### config.mk
export PLATFORM = sky130hd
export DESIGN_NAME = icw_regs
export DESIGN_NICKNAME = d
export VERILOG_FILES = /design/src/icw_pkg.sv /design/src/icw_regs.sv
export SDC_FILE = /design/constraint.sdc
export NUM_CORES = 1
export LEC_CHECK = 0
export BUFFER_PORTS_ARGS = -buffer_cell sky130_fd_sc_hd__buf_2
export CAP_MARGIN = 10
export CORE_MARGIN = 3
export CORE_UTILIZATION = 53
export DETAILED_ROUTE_END_ITERATION = 16
export GPL_ROUTABILITY_DRIVEN = 0
export GPL_TIMING_DRIVEN = 0
export PLACE_DENSITY_LB_ADDON = 0.1
export SYNTH_ARGS = -nofsm -noshare
export SYNTH_HDL_FRONTEND = slang
export SYNTH_SLANG_ARGS = --single-unit
### constraint.sdc
create_clock -name clk_i -period 2.8 [get_ports clk_i]
set_input_delay 0.7 -clock clk_i [delete_from_list [all_inputs] [get_ports clk_i]]
set_output_delay 0.7 -clock clk_i [all_outputs]
set_load 0.01 [all_outputs]
### src/icw_pkg.sv
// icw_pkg: offsets, reset values and field positions of the link config / watchdog registers
// assumes a byte-wide register port driven by the device's spi slave decoder
package icw_pkg;
  localparam logic [7:0] ICW_ADDR_ISDU_MASK = 8'h10;
  localparam logic [7:0] ICW_ADDR_LINK_CFG = 8'h14;
  localparam logic [7:0] ICW_ADDR_WDG_LIMIT = 8'h15;
  localparam logic [7:0] ICW_ADDR_CLR_CFG = 8'h16;
  localparam logic [7:0] ICW_ADDR_LINK_MASK = 8'h0e;
  localparam logic [7:0] ICW_RST_ISDU_MASK = 8'h00;
  localparam logic [7:0] ICW_RST_LINK_CFG = 8'h00;
  localparam logic [7:0] ICW_RST_WDG_LIMIT = 8'h00;
  localparam logic [7:0] ICW_RST_CLR_CFG = 8'h00;
  localparam logic [7:0] ICW_RST_LINK_MASK = 8'h00;
  localparam logic [7:0] ICW_ISDU_MASK_USED = 8'h3f;
  localparam int ICW_CFG_DELAY_LSB = 6;
  localparam int ICW_CFG_DONE_BIT = 5;
  localparam int ICW_CFG_CRC_BIT = 4;
  localparam int ICW_CFG_RATE_LSB = 2;
  localparam int ICW_CFG_PAGE_BIT = 1;
  localparam int ICW_CFG_FORCE_BIT = 0;
  localparam int ICW_LINK_MASK_WDG_BIT = 7;
  localparam int ICW_CLR_MODE_BIT = 0;
  typedef enum logic [1:0] {
    ICW_RATE_COM3,
    ICW_RATE_COM2,
    ICW_RATE_COM1
  } icw_rate_e;
  typedef enum logic [1:0] {
    ICW_MODE_SIO,
    ICW_MODE_ESTCOM,
    ICW_MODE_OPERATE
  } icw_mode_e;
endpackage : icw_pkg

### src/icw_regs.sv
// icw_regs: isdu interrupt mask, link configuration and cycle watchdog of the data link controller
// assumes a single-cycle byte register port from the spi slave and status inputs on clk_i
// Operation
// - buffer-free flag requests an interrupt only when its mask bit 5 is set
// - check-pdu error flag requests an interrupt only when mask bit 4 is set
// - isdu write-begin flag requests an interrupt only when mask bit 3 is set
// - isdu abort flag requests an interrupt only when mask bit 2 is set
// - isdu idle flag requests an interrupt only when mask bit 1 is set
// - packet flag gated by mask bit 0; all mask bits reset to zero
// - answer delay field 7:6 selects 2, 4, 6 or 8 bit times
// - configuration done at zero keeps the link in sio mode
// - spi crc on when bit 4 set, else follows the crc pin
// - rate field 3:2: 00/11 com3, 01 com2, 10 com1
// - page-one block bit rejects master writes to revision and device ids
// - force bit resets the mode handler and places the link in sio
// - reaching the watchdog count forces sio and sets the timeout flag
// - watchdog does not run in sio or establish-communication mode
// - watchdog count zero disables it; count register resets to zero
// - clear mode 1 clears on process input load, 0 on spi write
// - timeout flag drives the interrupt only with link mask bit 7 set
`timescale 1ns/1ns
`default_nettype none
module icw_regs
  import icw_pkg::*;
#(
  parameter int WDG_WIDTH = 8
) (
  input wire logic clk_i,
  input wire logic arst_n_i,
  input wire logic reg_wr_i,
  input wire logic reg_rd_i,
  input wire logic [7:0] reg_addr_i,
  input wire logic [7:0] reg_wdata_i,
  output logic [7:0] reg_rdata_o,
  output logic reg_ack_o,
  input wire logic [5:0] isdu_flag_register_i,
  input wire logic spi_crc_pin_i,
  input wire logic link_estcom_i,
  input wire logic link_operate_i,
  input wire logic cycle_done_i,
  input wire logic process_input_data_load_i,
  input wire logic page_wr_req_i,
  input wire logic [7:0] page_wr_addr_i,
  input wire logic timeout_flag_clear_i,
  output logic page_wr_accept_o,
  output logic [1:0] answer_delay_sel_o,
  output logic [3:0] answer_delay_bits_o,
  output logic [1:0] link_rate_sel_o,
  output logic [1:0] link_rate_o,
  output logic spi_crc_active_o,
  output logic sio_hold_o,
  output logic mode_handler_reset_o,
  output logic [1:0] link_mode_o,
  output logic cycle_timeout_flag_o,
  output logic cycle_timeout_output_o,
  output logic irq_o
);
  localparam logic [7:0] PAGE_REVISION_ADDR = 8'h04;
  localparam logic [7:0] PAGE_DEVICE_ID1_ADDR = 8'h09;
  localparam logic [7:0] PAGE_DEVICE_ID3_ADDR = 8'h0b;

  initial begin
    if (WDG_WIDTH != 8) $error("watchdog count register is eight bits wide");
  end

  logic [7:0] isdu_mask_q;
  logic [7:0] link_cfg_q;
  logic [7:0] wdg_limit_q;
  logic [7:0] clr_cfg_q;
  logic [7:0] link_mask_q;
  logic [7:0] cycle_cnt_q;
  logic cycle_timeout_flag_q;
  logic crc_pin_meta_q;
  logic crc_pin_q;
  logic [1:0] mode_q;
  logic [7:0] rdata_q;
  logic ack_q;
  logic wr_isdu;
  logic wr_cfg;
  logic wr_wdg;
  logic wr_clr;
  logic wr_lmask;
  logic wdg_active;
  logic wdg_expire;
  logic flag_w1c;
  logic conf_done;
  logic force_sio;

  assign wr_isdu = reg_wr_i && (reg_addr_i == ICW_ADDR_ISDU_MASK);
  assign wr_cfg = reg_wr_i && (reg_addr_i == ICW_ADDR_LINK_CFG);
  assign wr_wdg = reg_wr_i && (reg_addr_i == ICW_ADDR_WDG_LIMIT);
  assign wr_clr = reg_wr_i && (reg_addr_i == ICW_ADDR_CLR_CFG);
  assign wr_lmask = reg_wr_i && (reg_addr_i == ICW_ADDR_LINK_MASK);
  assign conf_done = link_cfg_q[ICW_CFG_DONE_BIT];
  assign force_sio = link_cfg_q[ICW_CFG_FORCE_BIT];

  // unused mask bits 7:6 read as zero
  always_ff @(posedge clk_i or negedge arst_n_i) begin
    if (!arst_n_i) begin
      isdu_mask_q <= ICW_RST_ISDU_MASK;
    end else if (wr_isdu) begin
      isdu_mask_q <= reg_wdata_i & ICW_ISDU_MASK_USED;
    end
  end

  always_ff @(posedge clk_i or negedge arst_n_i) begin
    if (!arst_n_i) begin
      link_cfg_q <= ICW_RST_LINK_CFG;
      clr_cfg_q <= ICW_RST_CLR_CFG;
      link_mask_q <= ICW_RST_LINK_MASK;
    end else begin
      if (wr_cfg) begin
        link_cfg_q <= reg_wdata_i;
      end
      if (wr_clr) begin
        clr_cfg_q <= {7'h00, reg_wdata_i[ICW_CLR_MODE_BIT]};
      end
      if (wr_lmask) begin
        link_mask_q <= reg_wdata_i;
      end
    end
  end

  always_ff @(posedge clk_i or negedge arst_n_i) begin
    if (!arst_n_i) begin
      wdg_limit_q <= ICW_RST_WDG_LIMIT;
    end else if (wr_wdg) begin
      wdg_limit_q <= reg_wdata_i;
    end
  end

  // pin is asynchronous to clk_i
  always_ff @(posedge clk_i or negedge arst_n_i) begin
    if (!arst_n_i) begin
      crc_pin_meta_q <= 1'b0;
      crc_pin_q <= 1'b0;
    end else begin
      crc_pin_meta_q <= spi_crc_pin_i;
      crc_pin_q <= crc_pin_meta_q;
    end
  end

  // link mode tracker: sio until configured and not forced or timed out
  always_ff @(posedge clk_i or negedge arst_n_i) begin
    if (!arst_n_i) begin
      mode_q <= ICW_MODE_SIO;
    end else if (!conf_done || force_sio || wdg_expire || cycle_timeout_flag_q) begin
      // stays in sio until the host clears the timeout flag, else the link would resume at once
      mode_q <= ICW_MODE_SIO;
    end else if (link_operate_i) begin
      mode_q <= ICW_MODE_OPERATE;
    end else if (link_estcom_i) begin
      mode_q <= ICW_MODE_ESTCOM;
    end else begin
      mode_q <= ICW_MODE_SIO;
    end
  end

  assign wdg_active = (wdg_limit_q != 8'h00) && (mode_q == ICW_MODE_OPERATE);
  assign wdg_expire = wdg_active && cycle_done_i && (cycle_cnt_q + 8'h01 >= wdg_limit_q);

  // counter restarts when the host services it
  always_ff @(posedge clk_i or negedge arst_n_i) begin
    if (!arst_n_i) begin
      cycle_cnt_q <= 8'h00;
    end else if (!wdg_active || wdg_expire) begin
      cycle_cnt_q <= 8'h00;
    end else if (clr_cfg_q[ICW_CLR_MODE_BIT] ? process_input_data_load_i : wr_wdg) begin
      cycle_cnt_q <= 8'h00;
    end else if (cycle_done_i) begin
      cycle_cnt_q <= cycle_cnt_q + 8'h01;
    end
  end

  assign flag_w1c = timeout_flag_clear_i;

  // set beats a clear arriving in the same cycle
  always_ff @(posedge clk_i or negedge arst_n_i) begin
    if (!arst_n_i) begin
      cycle_timeout_flag_q <= 1'b0;
    end else if (wdg_expire) begin
      cycle_timeout_flag_q <= 1'b1;
    end else if (flag_w1c) begin
      cycle_timeout_flag_q <= 1'b0;
    end
  end

  always_ff @(posedge clk_i or negedge arst_n_i) begin
    if (!arst_n_i) begin
      rdata_q <= 8'h00;
      ack_q <= 1'b0;
    end else begin
      ack_q <= reg_rd_i || reg_wr_i;
      if (reg_rd_i) begin
        case (reg_addr_i)
          ICW_ADDR_ISDU_MASK: rdata_q <= isdu_mask_q;
          ICW_ADDR_LINK_CFG: rdata_q <= link_cfg_q;
          ICW_ADDR_WDG_LIMIT: rdata_q <= wdg_limit_q;
          ICW_ADDR_CLR_CFG: rdata_q <= clr_cfg_q;
          ICW_ADDR_LINK_MASK: rdata_q <= link_mask_q;
          default: rdata_q <= 8'h00;
        endcase
      end
    end
  end

  assign reg_rdata_o = rdata_q;
  assign reg_ack_o = ack_q;

  // combinational request so masking takes effect at once
  assign irq_o = |(isdu_flag_register_i & isdu_mask_q[5:0])
    || (cycle_timeout_flag_q && link_mask_q[ICW_LINK_MASK_WDG_BIT]);

  assign answer_delay_sel_o = link_cfg_q[ICW_CFG_DELAY_LSB +: 2];
  assign answer_delay_bits_o = {1'b0, link_cfg_q[ICW_CFG_DELAY_LSB +: 2], 1'b0} + 4'h2;
  assign link_rate_sel_o = link_cfg_q[ICW_CFG_RATE_LSB +: 2];

  always_comb begin
    case (link_cfg_q[ICW_CFG_RATE_LSB +: 2])
      2'h1: link_rate_o = ICW_RATE_COM2;
      2'h2: link_rate_o = ICW_RATE_COM1;
      default: link_rate_o = ICW_RATE_COM3;
    endcase
  end

  assign spi_crc_active_o = link_cfg_q[ICW_CFG_CRC_BIT] || crc_pin_q;
  assign page_wr_accept_o = page_wr_req_i && !(link_cfg_q[ICW_CFG_PAGE_BIT]
    && (page_wr_addr_i == PAGE_REVISION_ADDR
    || (page_wr_addr_i >= PAGE_DEVICE_ID1_ADDR && page_wr_addr_i <= PAGE_DEVICE_ID3_ADDR)));
  assign sio_hold_o = !conf_done || force_sio;
  assign mode_handler_reset_o = force_sio;
  assign link_mode_o = mode_q;
  assign cycle_timeout_flag_o = cycle_timeout_flag_q;
  assign cycle_timeout_output_o = cycle_timeout_flag_q;

  a_mask_gates_irq: assert property (@(posedge clk_i) disable iff (!arst_n_i)
    (isdu_flag_register_i[5] && isdu_mask_q[5]) |-> irq_o)
    else $error("enabled buffer-free flag did not raise irq");
  a_pdu_gate: assert property (@(posedge clk_i) disable iff (!arst_n_i)
    (isdu_flag_register_i[4] && isdu_mask_q[4]) |-> irq_o)
    else $error("enabled check-pdu flag did not raise irq");
  a_begin_gate: assert property (@(posedge clk_i) disable iff (!arst_n_i)
    (isdu_flag_register_i[3] && isdu_mask_q[3]) |-> irq_o)
    else $error("enabled write-begin flag did not raise irq");
  a_abort_gate: assert property (@(posedge clk_i) disable iff (!arst_n_i)
    (isdu_flag_register_i[2] && isdu_mask_q[2]) |-> irq_o)
    else $error("enabled abort flag did not raise irq");
  a_idle_gate: assert property (@(posedge clk_i) disable iff (!arst_n_i)
    (isdu_flag_register_i[1] && isdu_mask_q[1]) |-> irq_o)
    else $error("enabled idle flag did not raise irq");
  a_irq_quiet: assert property (@(posedge clk_i) disable iff (!arst_n_i)
    (!(|(isdu_flag_register_i & isdu_mask_q[5:0])) && !(cycle_timeout_flag_q && link_mask_q[7])) |-> !irq_o)
    else $error("irq asserted with no enabled flag");
  a_sio_unconf: assert property (@(posedge clk_i) disable iff (!arst_n_i)
    !conf_done |=> link_mode_o == ICW_MODE_SIO)
    else $error("link left sio before configuration done");
  a_force_sio: assert property (@(posedge clk_i) disable iff (!arst_n_i)
    force_sio |-> (mode_handler_reset_o && sio_hold_o) ##1 (link_mode_o == ICW_MODE_SIO))
    else $error("force bit did not hold link in sio");
  a_wdg_expire: assert property (@(posedge clk_i) disable iff (!arst_n_i)
    wdg_expire |=> cycle_timeout_flag_o && (link_mode_o == ICW_MODE_SIO))
    else $error("watchdog expiry did not set flag and sio");
  a_wdg_idle: assert property (@(posedge clk_i) disable iff (!arst_n_i)
    (link_mode_o != ICW_MODE_OPERATE) |=> (cycle_cnt_q == 8'h00))
    else $error("watchdog counted outside operate mode");
  a_wdg_off: assert property (@(posedge clk_i) disable iff (!arst_n_i)
    (wdg_limit_q == 8'h00) |-> !wdg_expire)
    else $error("disabled watchdog expired");
  a_crc_pin: assert property (@(posedge clk_i) disable iff (!arst_n_i)
    (!link_cfg_q[4] && $stable(link_cfg_q[4]) && $past(spi_crc_pin_i, 2) && $past(spi_crc_pin_i)) |-> spi_crc_active_o)
    else $error("crc pin not honoured");
  a_delay_map: assert property (@(posedge clk_i) disable iff (!arst_n_i)
    (answer_delay_sel_o == 2'h3) |-> (answer_delay_bits_o == 4'h8))
    else $error("answer delay code 11 not 8 bit times");
  a_packet_gate: assert property (@(posedge clk_i) disable iff (!arst_n_i)
    (isdu_flag_register_i[0] && isdu_mask_q[0]) |-> irq_o)
    else $error("enabled packet flag did not raise irq");
  a_wdg_irq_gate: assert property (@(posedge clk_i) disable iff (!arst_n_i)
    (cycle_timeout_flag_q && link_mask_q[ICW_LINK_MASK_WDG_BIT]) |-> irq_o)
    else $error("enabled timeout flag did not raise irq");
  a_page_block: assert property (@(posedge clk_i) disable iff (!arst_n_i)
    (page_wr_req_i && link_cfg_q[ICW_CFG_PAGE_BIT]
    && (page_wr_addr_i == PAGE_REVISION_ADDR || page_wr_addr_i == PAGE_DEVICE_ID3_ADDR)) |-> !page_wr_accept_o)
    else $error("blocked page write accepted");
  a_page_open: assert property (@(posedge clk_i) disable iff (!arst_n_i)
    (page_wr_req_i && !link_cfg_q[ICW_CFG_PAGE_BIT]) |-> page_wr_accept_o)
    else $error("page write refused with block bit clear");
  a_rate_map: assert property (@(posedge clk_i) disable iff (!arst_n_i)
    (link_rate_sel_o == 2'h2) |-> (link_rate_o == ICW_RATE_COM1))
    else $error("rate code 10 not com1");
  a_crc_bit: assert property (@(posedge clk_i) disable iff (!arst_n_i)
    link_cfg_q[ICW_CFG_CRC_BIT] |-> spi_crc_active_o)
    else $error("crc bit set but crc inactive");
  a_spi_clear: assert property (@(posedge clk_i) disable iff (!arst_n_i)
    (!clr_cfg_q[ICW_CLR_MODE_BIT] && wr_wdg) |=> (cycle_cnt_q == 8'h00))
    else $error("spi write did not clear the watchdog count");
  a_load_clear: assert property (@(posedge clk_i) disable iff (!arst_n_i)
    (clr_cfg_q[ICW_CLR_MODE_BIT] && process_input_data_load_i) |=> (cycle_cnt_q == 8'h00))
    else $error("data load did not clear the watchdog count");
  a_timeout_hold: assert property (@(posedge clk_i) disable iff (!arst_n_i)
    cycle_timeout_flag_q |=> (link_mode_o == ICW_MODE_SIO))
    else $error("link left sio with timeout flag set");
endmodule : icw_regs
`default_nettype wire
* Word-level counts from Yosys, hierarchy flattened *
Cells that the tools add are included.
W data, S select, Z words.

word-level totals
  flip-flop bits (word level) = 53
  latch bits = 0
  RAM bits = 0
  memory bits (read-only) = 0
  input bits = 41
  output and inout bits = 28
  logic and storage cells = 65
  memories kept = 0

cells by class
  $add $sub $neg = 2
  $mul = 0
  divide/modulo/power cells = 0
  $lt $le $gt $ge = 3
  equal/unequal tests = 9
  shift operators = 0
  mux-type cells = 11
  bitwise logic cells = 1
  reduce and logical (&&, ||, !) cells = 27

operators with widths
  cell                   count
  $pmux W8 S5            1
  $eq A8 B5 Y1 const B   4
  $mux W8                3
  $logic_and A1 B1 Y1    12
  $add A8 B1 Y8 const B  1
  $eq A8 B3 Y1 const B   1
  $eq A8 B4 Y1 const B   1
  $ge A8 B4 Y1 const B   1
  $ge A8 B8 Y1           1
  $le A8 B4 Y1 const B   1
  $logic_or A1 B1 Y1     8
  $reduce_bool A8 Y1     1
  $and A6 B6 Y6          1
  $reduce_or A6 Y1       1
  $add A3 B2 Y4 const B  1
  $eq A2 B2 Y1 const B   2
  $mux W1                4
  $mux W2                2
  $pmux W2 S2            1
  $logic_not A1 Y1       3
  $reduce_bool A3 Y1     1
  $eq A2 B1 Y1 const B   1
  $reduce_bool A2 Y1     1

* Longest topological paths before layout *
  word-level depth = 7
  depth in mapped cells = 10
  gate-level depth less buffers = 10

* Worst setup path before layout *
OpenSTA, ideal clock, no wires.

  path kind = reg-to-reg
  start point = register cycle_cnt_q[0]
  end point = register cycle_timeout_flag_q, in the netlist cycle_timeout_flag_o
  setup time = 0.122 ns
  data arrival time = 2.367 ns
  data required time = 2.678 ns
  path slack = 0.312 ns
  cell stages (with the launch flop) = 11
  path buffers = 0
  period minus slack after synthesis = 2.488 ns
  cells stage by stage = dfrtp_1 > ha_1 > and3_1 > and3_1 > xor2_1 > ha_1 > a211oi_1 > nand3_1 > a31oi_1 > nor2_1 > a32o_1

on the way
  word-level cells in the longest chain between the ends = 4
  elaborated cells between the ends (all ways) = 5
  those cells by class = add/sub: 1; order compare: 1; mux: 1; reduce/logical: 2

RTL lines
  element                                               line             source
  start: declaration                                    icw_regs.sv:71   logic [7:0] cycle_cnt_q;
  start signal: assignment                              icw_regs.sv:171  cycle_cnt_q <= cycle_cnt_q + 8'h01;
  $add A8 B1 Y8 *                                       icw_regs.sv:160  assign wdg_expire = wdg_active && cycle_done_i && (cycle_cnt_q + 8'h01 >= wdg_limit_q);
  $ge A8 B8 Y1 *                                        icw_regs.sv:160
  $logic_and A1 B1 Y1 *                                 icw_regs.sv:160
  $mux W1 / $reduce_bool A2 Y1 (equally long branches)  --
  end signal: assignment                                icw_regs.sv:180  cycle_timeout_flag_q <= 1'b0;
  end signal: assignment                                icw_regs.sv:182  cycle_timeout_flag_q <= 1'b1;
  end signal: assignment                                icw_regs.sv:184  cycle_timeout_flag_q <= 1'b0;
  end: declaration                                      icw_regs.sv:72   logic cycle_timeout_flag_q;

Mark *: on every way between the ends. The rest lies on a longest branch, timed or not.
A chain may end at the register's enable or synchronous reset.

* Worst setup path after layout *
  start point = register cycle_cnt_q[0]
  end point = register cycle_cnt_q[7]

on the way
  word-level cells in the longest chain between the ends = 5
  elaborated cells between the ends (all ways) = 8
  those cells by class = add/sub: 1; order compare: 1; mux: 3; reduce/logical: 3

RTL lines
  element                                                                line                              source
  $add A8 B1 Y8 *                                                        icw_regs.sv:160, icw_regs.sv:171
  $ge A8 B8 Y1                                                           icw_regs.sv:160
  $logic_and A1 B1 Y1                                                    icw_regs.sv:160
  $logic_or A1 B1 Y1                                                     icw_regs.sv:166                   end else if (!wdg_active || wdg_expire) begin
  $reduce_bool A3 Y1 (no source line) / $mux W8 (equally long branches)  --

Mark *: on every way between the ends. The rest lies on a longest branch, timed or not. The select of a mux whose other input is x is not followed.

==> flow_summary.json <==
{
  "status": "complete, no violations",
  "cp_max_fo": 6,
  "placed_area_um2": 3242,
  "powerDensity_nw_per_um2": 436.8,
  "cts_tree": "built",
  "worst_pin_slew_ps": 547.4,
  "grt.total_usage": 0.2154,
  "worstPathRequired_ps": 2980,
  "pwr-share-comb": 0.132,
  "final_hold_viol_count": 0,
  "critPathKind": "reg2reg",
  "antenna_found_initial": 0,
  "htreeDepth": 2,
  "ant_nets": 0,
  "grt_max_degree": 54,
  "syn2layout_area_growth_pct": 20.89,
  "synth_edf_count": 0,
  "firstDrtPassIters": 4,
  "mostFrequentLayoutCell": "buf_2",
  "hpwl_mm": 4.752,
  "dpl.cell_count": 399,
  "max-vdd-ir-drop_mv": 0.3410,
  "finalCriticalPeriod_ps": 2628,
  "finalCritPeriodShare": 0.9384,
  "syn_inst": 266,
  "drc": 0,
  "synth.avg_cell_area_um2": 10.63,
  "synth.top_cell.area_share": 0.4690,
  "drv_slew": 0,
  "hold_class": "in2async",
  "wl_per_cell_um": 15.63,
  "clock_sinks": 53,
  "p_leak_nw": 1.743,
  "via_count": 2318,
  "critPathLaunchType": "flip-flop",
  "dieArea_um2": 6248,
  "synth.distinct_cells": 46,
  "r2r_start": "cycle_cnt_q[0]$_DFFE_PN0P_",
  "reg2regPathDepth": 9,
  "first_global_vias": 2095,
  "clk_latency_ps": 310,
  "p_sw_w": 0.0003790,
  "fp.coreArea_um2": 4942,
  "ys_ff_latch": 53,
  "p_int_w": 0.001114,
  "swShare": 0.2538,
  "pwr-share-seq": 0.555,
  "synth_flop_cell": "dfrtp_1",
  "initial_core_util": 0.5722,
  "io_pins": 69,
  "ctsHoldBuffers": 0,
  "path_clk_slew_ps": 90,
  "fillers": 407,
  "tns_ps": 0,
  "cts_root_buf": "clkbuf_8",
  "instances_no_fill": 410,
  "nets": 393,
  "die_w_um": 79.05,
  "cts_buffer_depth": 2,
  "r2r-end": "cycle_cnt_q[7]$_DFFE_PN0P_",
  "viasPerCell": 5.654,
  "die_h_um": 79.05,
  "synth_area_leaders": "dfrtp_1, mux2_2, ha_1",
  "slew_headroom": 0.6347,
  "grt_pass1_wl_mm": 10.31,
  "diodes": 0,
  "cp.arrival_ps": 2800,
  "yosys_warnings": 0,
  "routed_wl_mm": 6.408,
  "syn_nets": 317,
  "grt_overflow_total": 0,
  "critPathCaptureType": "flip-flop",
  "max_cap_violations": 0,
  "p_clk_frac": 0.313,
  "numCtsBuffers": 5,
  "fin_skew_ps": 5.462,
  "rrSetupSlack_ps": 170,
  "synth_async_sr_flop_share": 1.000,
  "std_cell_rows": 25,
  "drive_gt1_frac": 0.3703,
  "final_core_util": 0.6916,
  "synth_area_um2": 2828,
  "port_buffers": 66,
  "final-setup-viol-count": 0,
  "final_cell_area_um2": 3418,
  "synth_seq_area_share": 0.4690,
  "layout_common_cells": "buf_2, dfrtp_1, nor2_1",
  "synth_top_area_cell": "dfrtp_1",
  "fmax_mhz": 380.6,
  "drtIter0Drc": 155
}
-- power groups by stage --
stage	sequential, W	clock [W]	combinational [W]
2_1_floorplan	0.000841	0	0.0000955
3_3_place_gp	0.000843	0	0.000189
3_5_place_dp	0.000844	0	0.000192
4_1_cts	0.000828	0.000476	0.000194
5_1_grt	0.000834	0.000518	0.000219
6_report	0.000828	0.000468	0.000197
-- metrics by stage --
stage | hold WS, ps | power (W) | setup slack [ps]
2_1_floorplan | 331.2 | 0.0009363 | 311.7
3_3_place_gp | 333.6 | 0.001031 | -70.19
3_5_place_dp | 358.3 | 0.001036 | -91.30
4_1_cts | 386.4 | 0.001498 | 2.696
5_1_grt | 270.1 | 0.001571 | -26.54
6_report | 267.1 | 0.001493 | 172.4
-- worst max path at each step --
stage | from | endpoint | slack [ps]
after global routing | cycle_cnt_q[1]$_DFFE_PN0P_ | link_mode_o[1]$_DFF_PN0_ | -30
after CTS | cycle_cnt_q[0]$_DFFE_PN0P_ | link_mode_o[1]$_DFF_PN0_ | 3
after global placement | cycle_cnt_q[0]$_DFFE_PN0P_ | cycle_cnt_q[3]$_DFFE_PN0P_ | -70
final | cycle_cnt_q[0]$_DFFE_PN0P_ | cycle_cnt_q[7]$_DFFE_PN0P_ | 170
after detailed placement | cycle_cnt_q[0]$_DFFE_PN0P_ | cycle_cnt_q[6]$_DFFE_PN0P_ | -90
after floorplan | cycle_cnt_q[0]$_DFFE_PN0P_ | cycle_timeout_flag_o$_DFFE_PN0P_ | 310
-- synthesized netlist by cell type (7+ instances only) --
cell	instances
o21ai_0	16
nor4_1	10
inv_1	9
nand3_1	8
nand2_1	16
ha_1	10
mux2i_1	7
mux2_2	23
nor2_1	24
a21oi_1	10
and3_1	7
dfrtp_1	53
-- metal layers --
| metal | wire [um] | GRT usage | vias up |
|---|---|---|---|
| met3 | 397 | 0.06009 | 7 |
| met4 | 88 | 0.06357 | 0 |
| li1 | - | - | 1126 |
| met1 | 2883 | 0.3013 | 1117 |
| met2 | 3039 | 0.3274 | 68 |
| met5 | 0 | 0 | - |
-- kinds of logic after synthesis --
family,count (synthesis),synth area share
multiplexers,30,0.1164
flip-flops,53,0.4690
AND/OR/NAND/NOR,95,0.1943
other,1,0.001326
buffers and inverters,22,0.03894
adder cells (fa/ha/maj),10,0.04425
XOR/XNOR,6,0.01858
AO/OA/AOI/OAI,49,0.1173
-- layout make-up --
type / count / area, um2 / share of cell area
repair buffers: 69 / 365.4 / 0.1069
clock inverters: 1 / 5.005 / 0.001464
well taps: 67 / 83.83 / 0.02452
multi-input cells: 191 / 1430 / 0.4184
clock buffers: 7 / 96.34 / 0.02818
flip-flops and latches: 53 / 1328 / 0.3884
inverters: 9 / 33.78 / 0.009883
plain buffers: 13 / 76.32 / 0.02233
-- registers in the layout (all words and copies together), names as in the netlist --
name / count
clr_cfg_q: 1
crc_pin_meta_q: 1
crc_pin_q: 1
cycle_cnt_q: 8
cycle_timeout_flag_o: 1
isdu_mask_q: 6
link_cfg_q: 8
link_mask_q: 8
link_mode_o: 2
reg_ack_o: 1
reg_rdata_o: 8
wdg_limit_q: 8
-- timing repair --
item / CTS / global route
pin swaps: 0 / 3
hold endpoints to repair: 0 / 0
gates resized for setup: 2 / 6
setup endpoints to repair: 8 / 11
setup buffers: 0 / 2
cloned: 0 / 0
-- worst max-delay path, stage by stage, from the launching register on --
cell and delay (ps):
dfrtp_2 450, ha_2 220, and3_4 200, and3_1 210, xor2_1 150, ha_1 350, and3_1 220, a31oi_4 110
nor3b_2 470, nor4_1 110
(Power assumes the default switching activity.)
